<file path="src/shared/ach_pkg.sv">
// Purpose: Constants and types for the card host pin controller
// Assumes: 25 MHz sys_clk, strobe timing counted in sys_clk cycles
// Notes:   Card side pins are active low where the name says so
package ach_pkg;
  // ==========================================================
  // Modes
  typedef enum logic [1:0] {
    ACH_MODE_MEM,
    ACH_MODE_IO,
    ACH_MODE_IDE
  } ach_mode_t;

  // ==========================================================
  // Host command kinds
  typedef enum logic [1:0] {
    ACH_CMD_READ,
    ACH_CMD_WRITE,
    ACH_CMD_ATTR_READ,
    ACH_CMD_ATTR_WRITE
  } ach_cmd_t;

  // ==========================================================
  // Widths and fields
  localparam int ACH_ADDR_W    = 11;
  localparam int ACH_IDE_ADDR_W = 3;
  localparam int ACH_DATA_W    = 16;
  localparam int ACH_EVEN_LSB  = 0;
  localparam int ACH_ODD_LSB   = 8;

  // ==========================================================
  // Timing
  localparam int ACH_CLK_MHZ      = 25;
  localparam int ACH_SETUP_NS     = 80;
  localparam int ACH_STROBE_NS    = 200;
  localparam int ACH_HOLD_NS      = 40;
  localparam int ACH_SETUP_CYC  = (ACH_SETUP_NS * ACH_CLK_MHZ + 999) / 1000;
  localparam int ACH_STROBE_CYC = (ACH_STROBE_NS * ACH_CLK_MHZ + 999) / 1000;
  localparam int ACH_HOLD_CYC   = (ACH_HOLD_NS * ACH_CLK_MHZ + 999) / 1000;
  localparam int ACH_CNT_W      = 4;

  // ==========================================================
  // Reset values
  localparam logic [10:0] ACH_ADDR_RST = 11'h000;
  localparam logic [15:0] ACH_DATA_RST = 16'h0000;
endpackage

</file>
<file path="src/rtl/ach_sync.sv">
// Purpose: Two flip-flop synchroniser for card status pins
// Assumes: Inputs asynchronous to sys_clk
// Notes:   First stage is read only by the second stage
`timescale 1ns/100ps
`default_nettype none
module ach_sync #(
  parameter int W = 1
) (
  input  wire logic         sys_clk,
  input  wire logic         srst,
  input  wire logic [W-1:0] din,
  output var  logic [W-1:0] dout
);
  typedef struct packed {
    logic [W-1:0] stage1;
    logic [W-1:0] stage2;
  } ach_sync_t;

  ach_sync_t state;
  ach_sync_t next_state;

  always_comb begin
    next_state        = state;
    next_state.stage1 = din;
    next_state.stage2 = state.stage1;
  end

  always_ff @(posedge sys_clk) begin
    if (srst) begin
      state <= '0;
    end else begin
      state <= next_state;
    end
  end

  assign dout = state.stage2;
endmodule
`default_nettype wire

</file>
<file path="src/rtl/ach_host.sv">
// Behaviour
// - IDE mode drives A2..A0, grounds A10..A3
// - Selects and A0 choose byte, word, odd
// - Words: even byte D7..D0, odd byte D15..D8; single bytes, even or odd, ride D7..D0
// - Acknowledge ignored outside I/O mode
// - Host grounds ATASEL to pick IDE mode
//
// Purpose: Host side strobe controller for an ATA flash card socket
// Assumes: One access at a time, card pins pass through synchronisers
// Notes:   Strobe lengths are fixed cycle counts, no wait pin handling
`timescale 1ns/100ps
`default_nettype none
module ach_host
  import ach_pkg::*;
(
  input  wire logic         sys_clk,
  input  wire logic         srst,
  input  wire logic [1:0]   cfgMode,
  input  wire logic         cfgSlave,
  input  wire logic         ioReady,
  input  wire logic         reqValid,
  input  wire logic [1:0]   reqCmd,
  input  wire logic [10:0]  reqAddr,
  input  wire logic         reqByte,
  input  wire logic         reqAlt,
  input  wire logic [15:0]  reqWdata,
  output logic              reqReady,
  output logic              rspValid,
  output logic [15:0]       rspRdata,
  output logic              rspNoAck,
  output logic              cardPresent,
  output logic              batteryOk,
  output logic              statusChange,
  output logic              diagPass,
  output logic              slavePresent,
  output logic [10:0]       cardAddr,
  output logic              cardCe1N,
  output logic              cardCe2N,
  output logic              cardOeN,
  output logic              cardWeN,
  output logic              cardIordN,
  output logic              cardIowrN,
  output logic              cardRegN,
  output logic              cardAtaselN,
  output logic              cardCselOut,
  output logic              cardCselOe,
  output logic [15:0]       cardDataOut,
  output logic              cardDataOe,
  input  wire logic [15:0]  cardDataIn,
  input  wire logic         cardCd1N,
  input  wire logic         cardCd2N,
  input  wire logic         cardInpackN,
  input  wire logic         cardBvd1,
  input  wire logic         cardBvd2,
  output logic              cardPdiagOut,
  output logic              cardPdiagOe,
  output logic              cardDaspOut,
  output logic              cardDaspOe
);
  typedef enum logic [1:0] {
    ST_IDLE,
    ST_SETUP,
    ST_STROBE,
    ST_HOLD
  } ach_state_t;

  typedef struct packed {
    ach_state_t          fsm;
    logic [ACH_CNT_W-1:0] cnt;
    logic                isRead;
    logic                isAttr;
    logic                ackSeen;
    logic                reqReady;
    logic                rspValid;
    logic [15:0]         rspRdata;
    logic                rspNoAck;
    logic [10:0]         addr;
    logic                ce1N;
    logic                ce2N;
    logic                oeN;
    logic                weN;
    logic                iordN;
    logic                iowrN;
    logic                regN;
    logic                ataselN;
    logic                cselOe;
    logic [15:0]         dOut;
    logic                dOe;
  } ach_host_t;

  ach_host_t state;
  ach_host_t next_state;

  // ==========================================================
  // Pin synchronisers
  logic [15:0] dataSync;
  logic [6:0]  pinSync;

  ach_sync #(.W(16)) u_data_sync (
    .sys_clk (sys_clk),
    .srst    (srst),
    .din     (cardDataIn),
    .dout    (dataSync)
  );

  ach_sync #(.W(7)) u_pin_sync (
    .sys_clk (sys_clk),
    .srst    (srst),
    .din     ({cardCd1N, cardCd2N, cardInpackN, cardBvd1, cardBvd2,
               cardBvd1, cardBvd2}),
    .dout    (pinSync)
  );

  // Card address as driven, IDE keeps high bits grounded
  function automatic logic [10:0] pinAddr(input logic [1:0] m,
                                          input logic [10:0] a);
    if (m == ACH_MODE_IDE) begin
      pinAddr = {8'h00, a[2:0]};
    end else begin
      pinAddr = a;
    end
  endfunction

  // ==========================================================
  // Next state
  always_comb begin
    next_state          = state;
    next_state.rspValid = 1'b0;
    next_state.ataselN  = (cfgMode != ACH_MODE_IDE);
    next_state.cselOe   = (cfgMode == ACH_MODE_IDE) && !cfgSlave;
    case (state.fsm)
      ST_IDLE: begin
        next_state.reqReady = 1'b1;
        if (reqValid && state.reqReady) begin
          next_state.reqReady = 1'b0;
          next_state.isRead   = (reqCmd == ACH_CMD_READ) ||
                                (reqCmd == ACH_CMD_ATTR_READ);
          next_state.isAttr   = reqCmd[1];
          next_state.ackSeen  = 1'b0;
          next_state.addr     = pinAddr(cfgMode, reqAddr);
          if (cfgMode == ACH_MODE_IDE) begin
            next_state.ce1N = reqAlt;
            next_state.ce2N = !reqAlt;
          end else begin
            // Bytes ride the low lane, A0 picks even or odd
            next_state.ce1N = 1'b0;
            next_state.ce2N = reqByte;
          end
          next_state.regN = (cfgMode == ACH_MODE_IO) ? 1'b0 : !reqCmd[1];
          if (cfgMode == ACH_MODE_IDE) begin
            next_state.regN = 1'b1;
          end
          // Byte sent on low lane when only CE1 selected
          next_state.dOut = (reqByte && cfgMode != ACH_MODE_IDE) ?
                            {reqWdata[7:0], reqWdata[7:0]} : reqWdata;
          next_state.dOe  = !next_state.isRead;
          next_state.cnt  = ACH_CNT_W'(ACH_SETUP_CYC);
          next_state.fsm  = ST_SETUP;
        end
      end
      ST_SETUP: begin
        next_state.cnt = state.cnt - 1'b1;
        if (state.cnt == 1) begin
          next_state.cnt = ACH_CNT_W'(ACH_STROBE_CYC);
          next_state.fsm = ST_STROBE;
          // I/O strobes only when the card's I/O side is set up
          if (cfgMode == ACH_MODE_MEM || state.isAttr) begin
            next_state.oeN = !state.isRead;
            next_state.weN = state.isRead;
          end else if (ioReady) begin
            next_state.iordN = !state.isRead;
            next_state.iowrN = state.isRead;
          end
        end
      end
      ST_STROBE: begin
        next_state.cnt = state.cnt - 1'b1;
        if (!pinSync[4] && !state.iordN) begin
          next_state.ackSeen = 1'b1;
        end
        if (state.cnt == 1) begin
          // Byte reads arrive on the low lane already
          next_state.rspRdata = dataSync;
          next_state.oeN   = 1'b1;
          next_state.weN   = 1'b1;
          next_state.iordN = 1'b1;
          next_state.iowrN = 1'b1;
          next_state.cnt   = ACH_CNT_W'(ACH_HOLD_CYC);
          next_state.fsm   = ST_HOLD;
        end
      end
      ST_HOLD: begin
        next_state.cnt = state.cnt - 1'b1;
        if (state.cnt == 1) begin
          next_state.ce1N     = 1'b1;
          next_state.ce2N     = 1'b1;
          next_state.dOe      = 1'b0;
          next_state.rspValid = 1'b1;
          // Acknowledge means nothing outside I/O mode reads
          next_state.rspNoAck = (cfgMode == ACH_MODE_IO) && !state.isAttr &&
                                state.isRead && !state.ackSeen;
          next_state.fsm      = ST_IDLE;
        end
      end
      default: begin
        next_state.fsm = ST_IDLE;
      end
    endcase
  end

  always_ff @(posedge sys_clk) begin
    if (srst) begin
      state          <= '0;
      state.fsm      <= ST_IDLE;
      state.addr     <= ACH_ADDR_RST;
      state.dOut     <= ACH_DATA_RST;
      state.ce1N     <= 1'b1;
      state.ce2N     <= 1'b1;
      state.oeN      <= 1'b1;
      state.weN      <= 1'b1;
      state.iordN    <= 1'b1;
      state.iowrN    <= 1'b1;
      state.regN     <= 1'b1;
      state.ataselN  <= 1'b1;
    end else begin
      state <= next_state;
    end
  end

  // ==========================================================
  // Status flops, straight from registers
  logic cardPresentQ;
  logic batteryOkQ;
  logic statusChangeQ;
  logic diagPassQ;
  logic slavePresentQ;

  always_ff @(posedge sys_clk) begin
    if (srst) begin
      cardPresentQ  <= 1'b0;
      batteryOkQ    <= 1'b0;
      statusChangeQ <= 1'b0;
      diagPassQ     <= 1'b0;
      slavePresentQ <= 1'b0;
    end else begin
      cardPresentQ  <= !pinSync[6] && !pinSync[5];
      batteryOkQ    <= (cfgMode == ACH_MODE_MEM) && pinSync[3] &&
                       pinSync[2];
      statusChangeQ <= (cfgMode == ACH_MODE_IO) && !pinSync[3];
      diagPassQ     <= (cfgMode == ACH_MODE_IDE) && !pinSync[1];
      slavePresentQ <= (cfgMode == ACH_MODE_IDE) &&
                       !pinSync[0];
    end
  end

  assign reqReady     = state.reqReady;
  assign rspValid     = state.rspValid;
  assign rspRdata     = state.rspRdata;
  assign rspNoAck     = state.rspNoAck;
  assign cardPresent  = cardPresentQ;
  assign batteryOk    = batteryOkQ;
  assign statusChange = statusChangeQ;
  assign diagPass     = diagPassQ;
  assign slavePresent = slavePresentQ;
  assign cardAddr     = state.addr;
  assign cardCe1N     = state.ce1N;
  assign cardCe2N     = state.ce2N;
  assign cardOeN      = state.oeN;
  assign cardWeN      = state.weN;
  assign cardIordN    = state.iordN;
  assign cardIowrN    = state.iowrN;
  assign cardRegN     = state.regN;
  assign cardAtaselN  = state.ataselN;
  assign cardCselOut  = 1'b0;
  assign cardCselOe   = state.cselOe;
  assign cardDataOut  = state.dOut;
  assign cardDataOe   = state.dOe;
  // Host only senses the handshake lines
  assign cardPdiagOut = 1'b0;
  assign cardPdiagOe  = 1'b0;
  assign cardDaspOut  = 1'b0;
  assign cardDaspOe   = 1'b0;

  // ==========================================================
  // Checks
  a_ide_high_addr: assert property (@(posedge sys_clk) disable iff (srst)
    (cfgMode == ACH_MODE_IDE && state.fsm == ST_STROBE) |->
    cardAddr[10:3] == 8'h00) else $error("IDE high address not grounded");
  a_strobe_width: assert property (@(posedge sys_clk) disable iff (srst)
    $fell(cardOeN) |-> !cardOeN [*5]) else $error("OE strobe too short");
  a_one_strobe: assert property (@(posedge sys_clk) disable iff (srst)
    !(!cardOeN && !cardIordN)) else $error("OE and IORD both low");
  a_io_gate: assert property (@(posedge sys_clk) disable iff (srst)
    $fell(cardIordN) |-> $past(ioReady)) else $error("IORD before set up");
  a_word_select: assert property (@(posedge sys_clk) disable iff (srst)
    (($fell(cardOeN) || $fell(cardIordN)) && cfgMode != ACH_MODE_IDE) |->
    !cardCe1N)
    else $error("Strobe without select");
  a_ide_alt_sel: assert property (@(posedge sys_clk) disable iff (srst)
    (cfgMode == ACH_MODE_IDE && state.fsm == ST_STROBE) |->
    (cardCe1N != cardCe2N)) else $error("IDE select not exclusive");
  a_csel_drive: assert property (@(posedge sys_clk) disable iff (srst)
    ##1 (cardCselOe == $past(cfgMode == ACH_MODE_IDE && !cfgSlave)))
    else $error("CSEL drive wrong");
  a_rsp_after: assert property (@(posedge sys_clk) disable iff (srst)
    (reqValid && reqReady) |-> ##9 rspValid)
    else $error("Answer late");
  a_data_idle: assert property (@(posedge sys_clk) disable iff (srst)
    (state.fsm == ST_IDLE && !rspValid && !(reqValid && reqReady)) |=>
    !cardDataOe || state.fsm != ST_IDLE) else $error("Bus driven idle");

  c_mem_read: cover property (@(posedge sys_clk) $fell(cardOeN));
  c_io_read: cover property (@(posedge sys_clk) $fell(cardIordN));
  c_write: cover property (@(posedge sys_clk) $fell(cardWeN));
  c_no_ack: cover property (@(posedge sys_clk) rspValid && rspNoAck);
endmodule
`default_nettype wire

</file>
<file path="config.mk">
export PLATFORM = sky130hd
export DESIGN_NAME = ach_host
export DESIGN_NICKNAME = d
export VERILOG_FILES = /design/src/shared/ach_pkg.sv /design/src/rtl/ach_sync.sv /design/src/rtl/ach_host.sv
export SDC_FILE = /design/constraint.sdc
export NUM_CORES = 1
export LEC_CHECK = 0
export BUFFER_PORTS_ARGS = -buffer_cell sky130_fd_sc_hd__buf_4
export CELL_PAD_IN_SITES_DETAIL_PLACEMENT = 1
export CELL_PAD_IN_SITES_GLOBAL_PLACEMENT = 1
export CORE_ASPECT_RATIO = 0.7
export CORE_MARGIN = 1
export CORE_UTILIZATION = 41
export DETAILED_ROUTE_END_ITERATION = 12
export PLACE_DENSITY_LB_ADDON = 0.1
export SLEW_MARGIN = 10
export SYNTH_ARGS = -nofsm -noshare
export SYNTH_HDL_FRONTEND = slang
export SYNTH_SLANG_ARGS = --single-unit
export TNS_END_PERCENT = 10
</file>
<file path="constraint.sdc">
create_clock -name sys_clk -period 2.7 [get_ports sys_clk]
set_clock_uncertainty 0.15 [all_clocks]
set_input_delay 0.54 -clock sys_clk [delete_from_list [all_inputs] [get_ports sys_clk]]
set_output_delay 0.54 -clock sys_clk [all_outputs]
set_load 0.05 [all_outputs]
</file>
# ---- Yosys cells after proc, flatten, opt, wreduce, memory -nomap -nowiden
# Cells that the tools add are included.
dict set report word_totals {
  reg_bits 116
  input_bits 59
  out_inout_bits 66
  word_cells 117
}
dict set report op_classes {
  addsub 1
  eq_ne 16
  muxes 25
  n_bitwise 1
  reduce_logical 44
}
# operator n
set op_table {}
lappend op_table {{6-bit case mux with 4 select lines} 1}
lappend op_table {{2-bit != test (second input constant)} 9}
lappend op_table {{16-bit two-way mux} 1}
lappend op_table {{1-bit zero test} 14}
lappend op_table {{2-bit two-way mux} 7}
lappend op_table {{1-bit logical AND} 13}
lappend op_table {{6-bit two-way mux} 2}
lappend op_table {{11-bit two-way mux} 1}
lappend op_table {{10-bit two-way mux} 1}
lappend op_table {{2-bit == test (second input constant)} 4}
lappend op_table {{4-bit two-way mux} 2}
lappend op_table {{4-bit case mux with 2 select lines} 1}
lappend op_table {{4-bit AND reduction} 2}
lappend op_table {{2-bit zero test} 3}
lappend op_table {{1-bit two-way mux} 6}
lappend op_table {{2-bit AND reduction} 3}
lappend op_table {{3-bit AND reduction} 2}
lappend op_table {{2-bit nonzero test} 3}
lappend op_table {{5-bit AND reduction} 1}
lappend op_table {{2-bit by 1-bit == test with 1-bit output (second input constant)} 2}
lappend op_table {{4-bit by 1-bit == test with 1-bit output (second input constant)} 1}
lappend op_table {{1-bit case mux with 2 select lines} 2}
lappend op_table {{2-bit case mux with 2 select lines} 1}
lappend op_table {{4-bit by 1-bit subtractor with 4-bit output (second input constant)} 1}
lappend op_table {{3 further kinds} 4}

# ---- Depth between registers and ports, before layout
dict set report depth {
  depth_word 5
  depth_mapped 8
  depth_no_buf 6
}

# ---- By module
# Synthesis repeated with hierarchy kept, for this count alone.
dict set report hier_totals {
  hier_cells 472
  hier_area_um2 4332.9
}
# mod instances cells_per_inst area_per_inst_um2 seq_area_each_um2
set by_module_without_submodules {}
lappend by_module_without_submodules {ach_host 1 376 3061.7 1401.3}
lappend by_module_without_submodules {{ach_sync at u_data_sync} 1 67 863.3 640.6}
lappend by_module_without_submodules {{ach_sync at u_pin_sync} 1 29 407.9 280.3}

# ---- Worst setup path after synthesis
# Ideal clock, no wire load.
dict set report synth_path {
  path_kind {register to register}
  from {register state[59] (netlist name)}
  to {register state[62] (netlist name)}
  setup_ns 0.134
  arrival_time_ns 1.389
  required_time_ns 2.416
  setup_slack_ns 1.027
  path_stages_with_launch 7
  path_buffers 1
  synth_period_minus_slack_ns 1.673
  path_cell_list {dfxtp_1 > ha_1 > or3b_1 > buf_6 > a21oi_1 > nand2_1 > nor4b_1}
}
dict set report synth_between {
  elab_chain_cells 3
  word_cells_on_any_way 5
  classes_between {1 x add/sub; 1 x eq/ne; 3 x mux}
}
# item line
set synth_lines {}
lappend synth_lines {{from (decl)} ach_host.sv:91} ;# ach_host_t state;
lappend synth_lines {{from (signal assigned)} ach_host.sv:226} ;# state <= next_state;
lappend synth_lines {{4-bit by 1-bit subtractor with 4-bit output or 4-bit by 1-bit == test with 1-bit output (tied branches)} -}
lappend synth_lines {{6-bit two-way mux, on equally long branches} {ach_host.sv:181, ach_host.sv:163}}
lappend synth_lines {{6-bit case mux with 4 select lines *} ach_host.sv:131} ;# case (state.fsm)
# Mark *: on every way between the ends. The rest lies on a longest branch, timed or not. The select of a mux whose other input is x is not followed.
# A chain may end at the register's enable or synchronous reset.

# ---- Worst setup path in the final report
dict set report layout_path {
  from {register state[59] (netlist name)}
  to {register state, in the netlist rspRdata[15]}
}
dict set report layout_between {
  elab_chain_cells 2
}
# item line
set layout_lines {}
lappend layout_lines {{4-bit by 1-bit == test with 1-bit output} ach_host.sv:181} ;# if (state.cnt == 1) begin
lappend layout_lines {{2-bit AND reduction (no source line)} -}
# No other way between the ends.

==> flow_summary.ini <==
[final_layout]
final_cell_count_no_fill = 659
final_layout_size_suffix_gt1_frac = 0.303
num_antenna_cells = 0
fillerInstances = 1143
area_growth_syn_to_layout_pct = 20.5
nets = 588
layout.cells.most_common_list = buf_4, dfxtp_1, nand2_1, nor2b_1, a21oi_1
layout.core_utilization = 0.522
final_common_cell = buf_4

[logic_synthesis]
synth.distinct_cells = 49
synth_area_per_inst_sq_um = 9.29
yosys_warnings = 0
syn_inst = 464
ys.flop_type = dfxtp_1
synth-async-reset-ratio = 0
count_of_flip_flops_with_a_built_in_enable_after_synthesis = 0
post_synth_instance_area_sq_um = 4310
synth.ff_latch_count = 112
seq_area_frac_synth = 0.520

[clock_network]
cts_made_buffers = 9
post-cts-setup-buffer-count = 0
path_clk_slew_ns = 0.07
cts_hold_repair.buffers = 0
clockBufferDepth = 2
post_cts_resized = 0
cts_root_buf = clkbuf_16
cts-htree-levels = 3
insertion_delay_ns = 0.34
sinks_on_clock_net = 112
tritoncts_clock_tree = done

[grt]
wire_length_of_the_first_global_routing_pass_um = 15100
globalRoute.busiestLayer = met2
initial_antenna_violation_count = 0
grt_use_met2 = 0.279
grt_max_degree = 76
grtUsageMet3 = 0.0556
grt_overflow_total = 0
grt_pass1_vias = 3089
grt.met1_usage = 0.226
grt_usage = 0.174

[critical_path]
path_class = reg -> reg
worstSetupEndpointType = flip-flop
crit_fanout = 17
crit_required_ns = 2.75
worstReg2RegEnd = rspRdata[15]
worst-endpoint-arrival_ns = 2.06
timing.rr.start = state[59]
setup.worst_path.end = rspRdata[15]
worstSetupStartpointType = flip-flop
timing.reg2reg.setup_slack_ns = 0.69
r2r_cells = 5
crit_start = state[59]

[timing]
post-route-min-period_ns = 2.01
timing.hold.ws_ns = 0.198
report.final.hold_viol_count = 0
clock.fmax_ghz = 0.497
worst_max_slew_pin_slew_ns = 0.758
finalSetupViolations = 0
post-route-period-util = 0.746
slew_headroom = 0.494
finalSetupTns_ns = 0
rsz_0062_raised_after_global_routing = false
slew_viol_final = 0

[floorplan]
dieHeight_um = 87.8
floorplan.initialDensity = 0.433
die-width_um = 125
fp-row-count = 30
floorplan.core_area_sq_um = 9950
design.portCount = 125
die_area_sq_um = 10900

[placed_design]
io_buffers = 119
globalplace.congestion = 0.764
hpwlAfterDp_um = 6610
post-place-cells = 644

[detailed_routing]
drtPass1Iterations = 4
routed_wire_length_per_instance_um = 14.2
routed-via-count = 3176
drtAntennaViolNets = 0
drt_first_iter_violations = 125
detail_route.drc_violations = 0
post_drt_via_cell_ratio = 4.82
finalWirelength_um = 9380

[pwr]
static-leakage-power_nw = 2.14
power_per_cell_area_nw_per_um2 = 709
worst_voltage_drop_across_the_vdd_grid_mv = 0.342

[status]
outcome = completed

[run]
cap_viol_max_count = 0

[hold_path]
worst_hold_path_type = in -> reg
## flip-flops by register name (all words and copies together) (netlist names), 5 cells and up
name and cells:
u_pin_sync.next_state 5, cardDataOut 16, u_data_sync.next_state 16, cardAddr 11, u_data_sync.dout 16, u_pin_sync.dout 5
state 9, rspRdata 16
## metal layers
metal  part of all wire  vias up
li1                   -     1595
met1               0.48     1501
met2               0.46       71
met3              0.049        9
met4             0.0091        0
met5                  0        -
## critical path: stages (launching register included)
cell	delay (ns)
dfxtp_1	0.42
ha_1	0.20
nor3b_2	0.46
nand2_2	0.35
nand2_1	0.20
a21oi_2	0.07
## Yosys cell counts (2+ instances only)
cell type  instances  area share
nor2b_1           43       0.062
buf_4             50       0.087
a211oi_1           4      0.0070
clkbuf_1          14       0.012
nor4b_1            2      0.0041
buf_6              5       0.013
nor3_1             6      0.0070
dfxtp_1          112        0.52
o21ai_0            3      0.0035
a21oi_2           10       0.020
a311oi_1           5       0.010
ha_1               2      0.0058
a31oi_1            4      0.0058
nor3b_1            2      0.0035
a311oi_2           3       0.010
nand2_1           80       0.070
nand3_1           21       0.024
buf_2              5      0.0058
a21oi_1           35       0.041
nand2b_1           3      0.0044
inv_1              5      0.0044
nor2_1            23       0.020
## final cells by class
cell class / instances / area (sq um) / share of cell area
sequential: 112 / 2240 / 0.432
multi-input combinational: 276 / 1540 / 0.297
timing repair buffer: 123 / 923 / 0.178
clock buffer: 13 / 270 / 0.0520
tap: 128 / 160 / 0.0308
clock inverter: 2 / 37.5 / 0.00723
inverter: 5 / 18.8 / 0.00361
## where the power goes
group	internal [mW]	switching [mW]
clock	0.791	0.564
sequential	1.74	0.0525
combinational	0.196	0.341
total	2.72	0.958
## metrics by stage
| step | worst slack (ns) | cell area, sq um | power, mW |
|---|---|---|---|
| CTS | 0.647 | 5190 | 3.73 |
| global placement | 0.785 | 4890 | 2.36 |
| floorplan | 1.03 | 4330 | 2.23 |
| detailed placement | 0.670 | 4890 | 2.37 |
| global route | 0.500 | 5190 | 3.84 |
| finish | 0.687 | 5190 | 3.68 |
## worst min-delay path by stage
stage,start,endpoint,slack (ns),depth (start not counted)
after floorplan,u_pin_sync.dout[6],cardPresent,0.22,1
after global placement,u_pin_sync.dout[6],cardPresent,0.23,1
after detailed placement,u_pin_sync.dout[6],cardPresent,0.24,1
after CTS,cfgSlave,cardCselOe,0.19,2
after global routing,cfgSlave,cardCselOe,0.19,2
final,cfgSlave,cardCselOe,0.20,2
## cells by family after synthesis
family	synth area share
flip-flops	0.520
XOR/XNOR	0.00406
other	0.000870
buffers and inverters	0.126
AO/OA/AOI/OAI	0.112
AND/OR/NAND/NOR	0.229
adder cells (fa/ha/maj)	0.00812
Note: power is estimated with default switching activity, not from simulation.
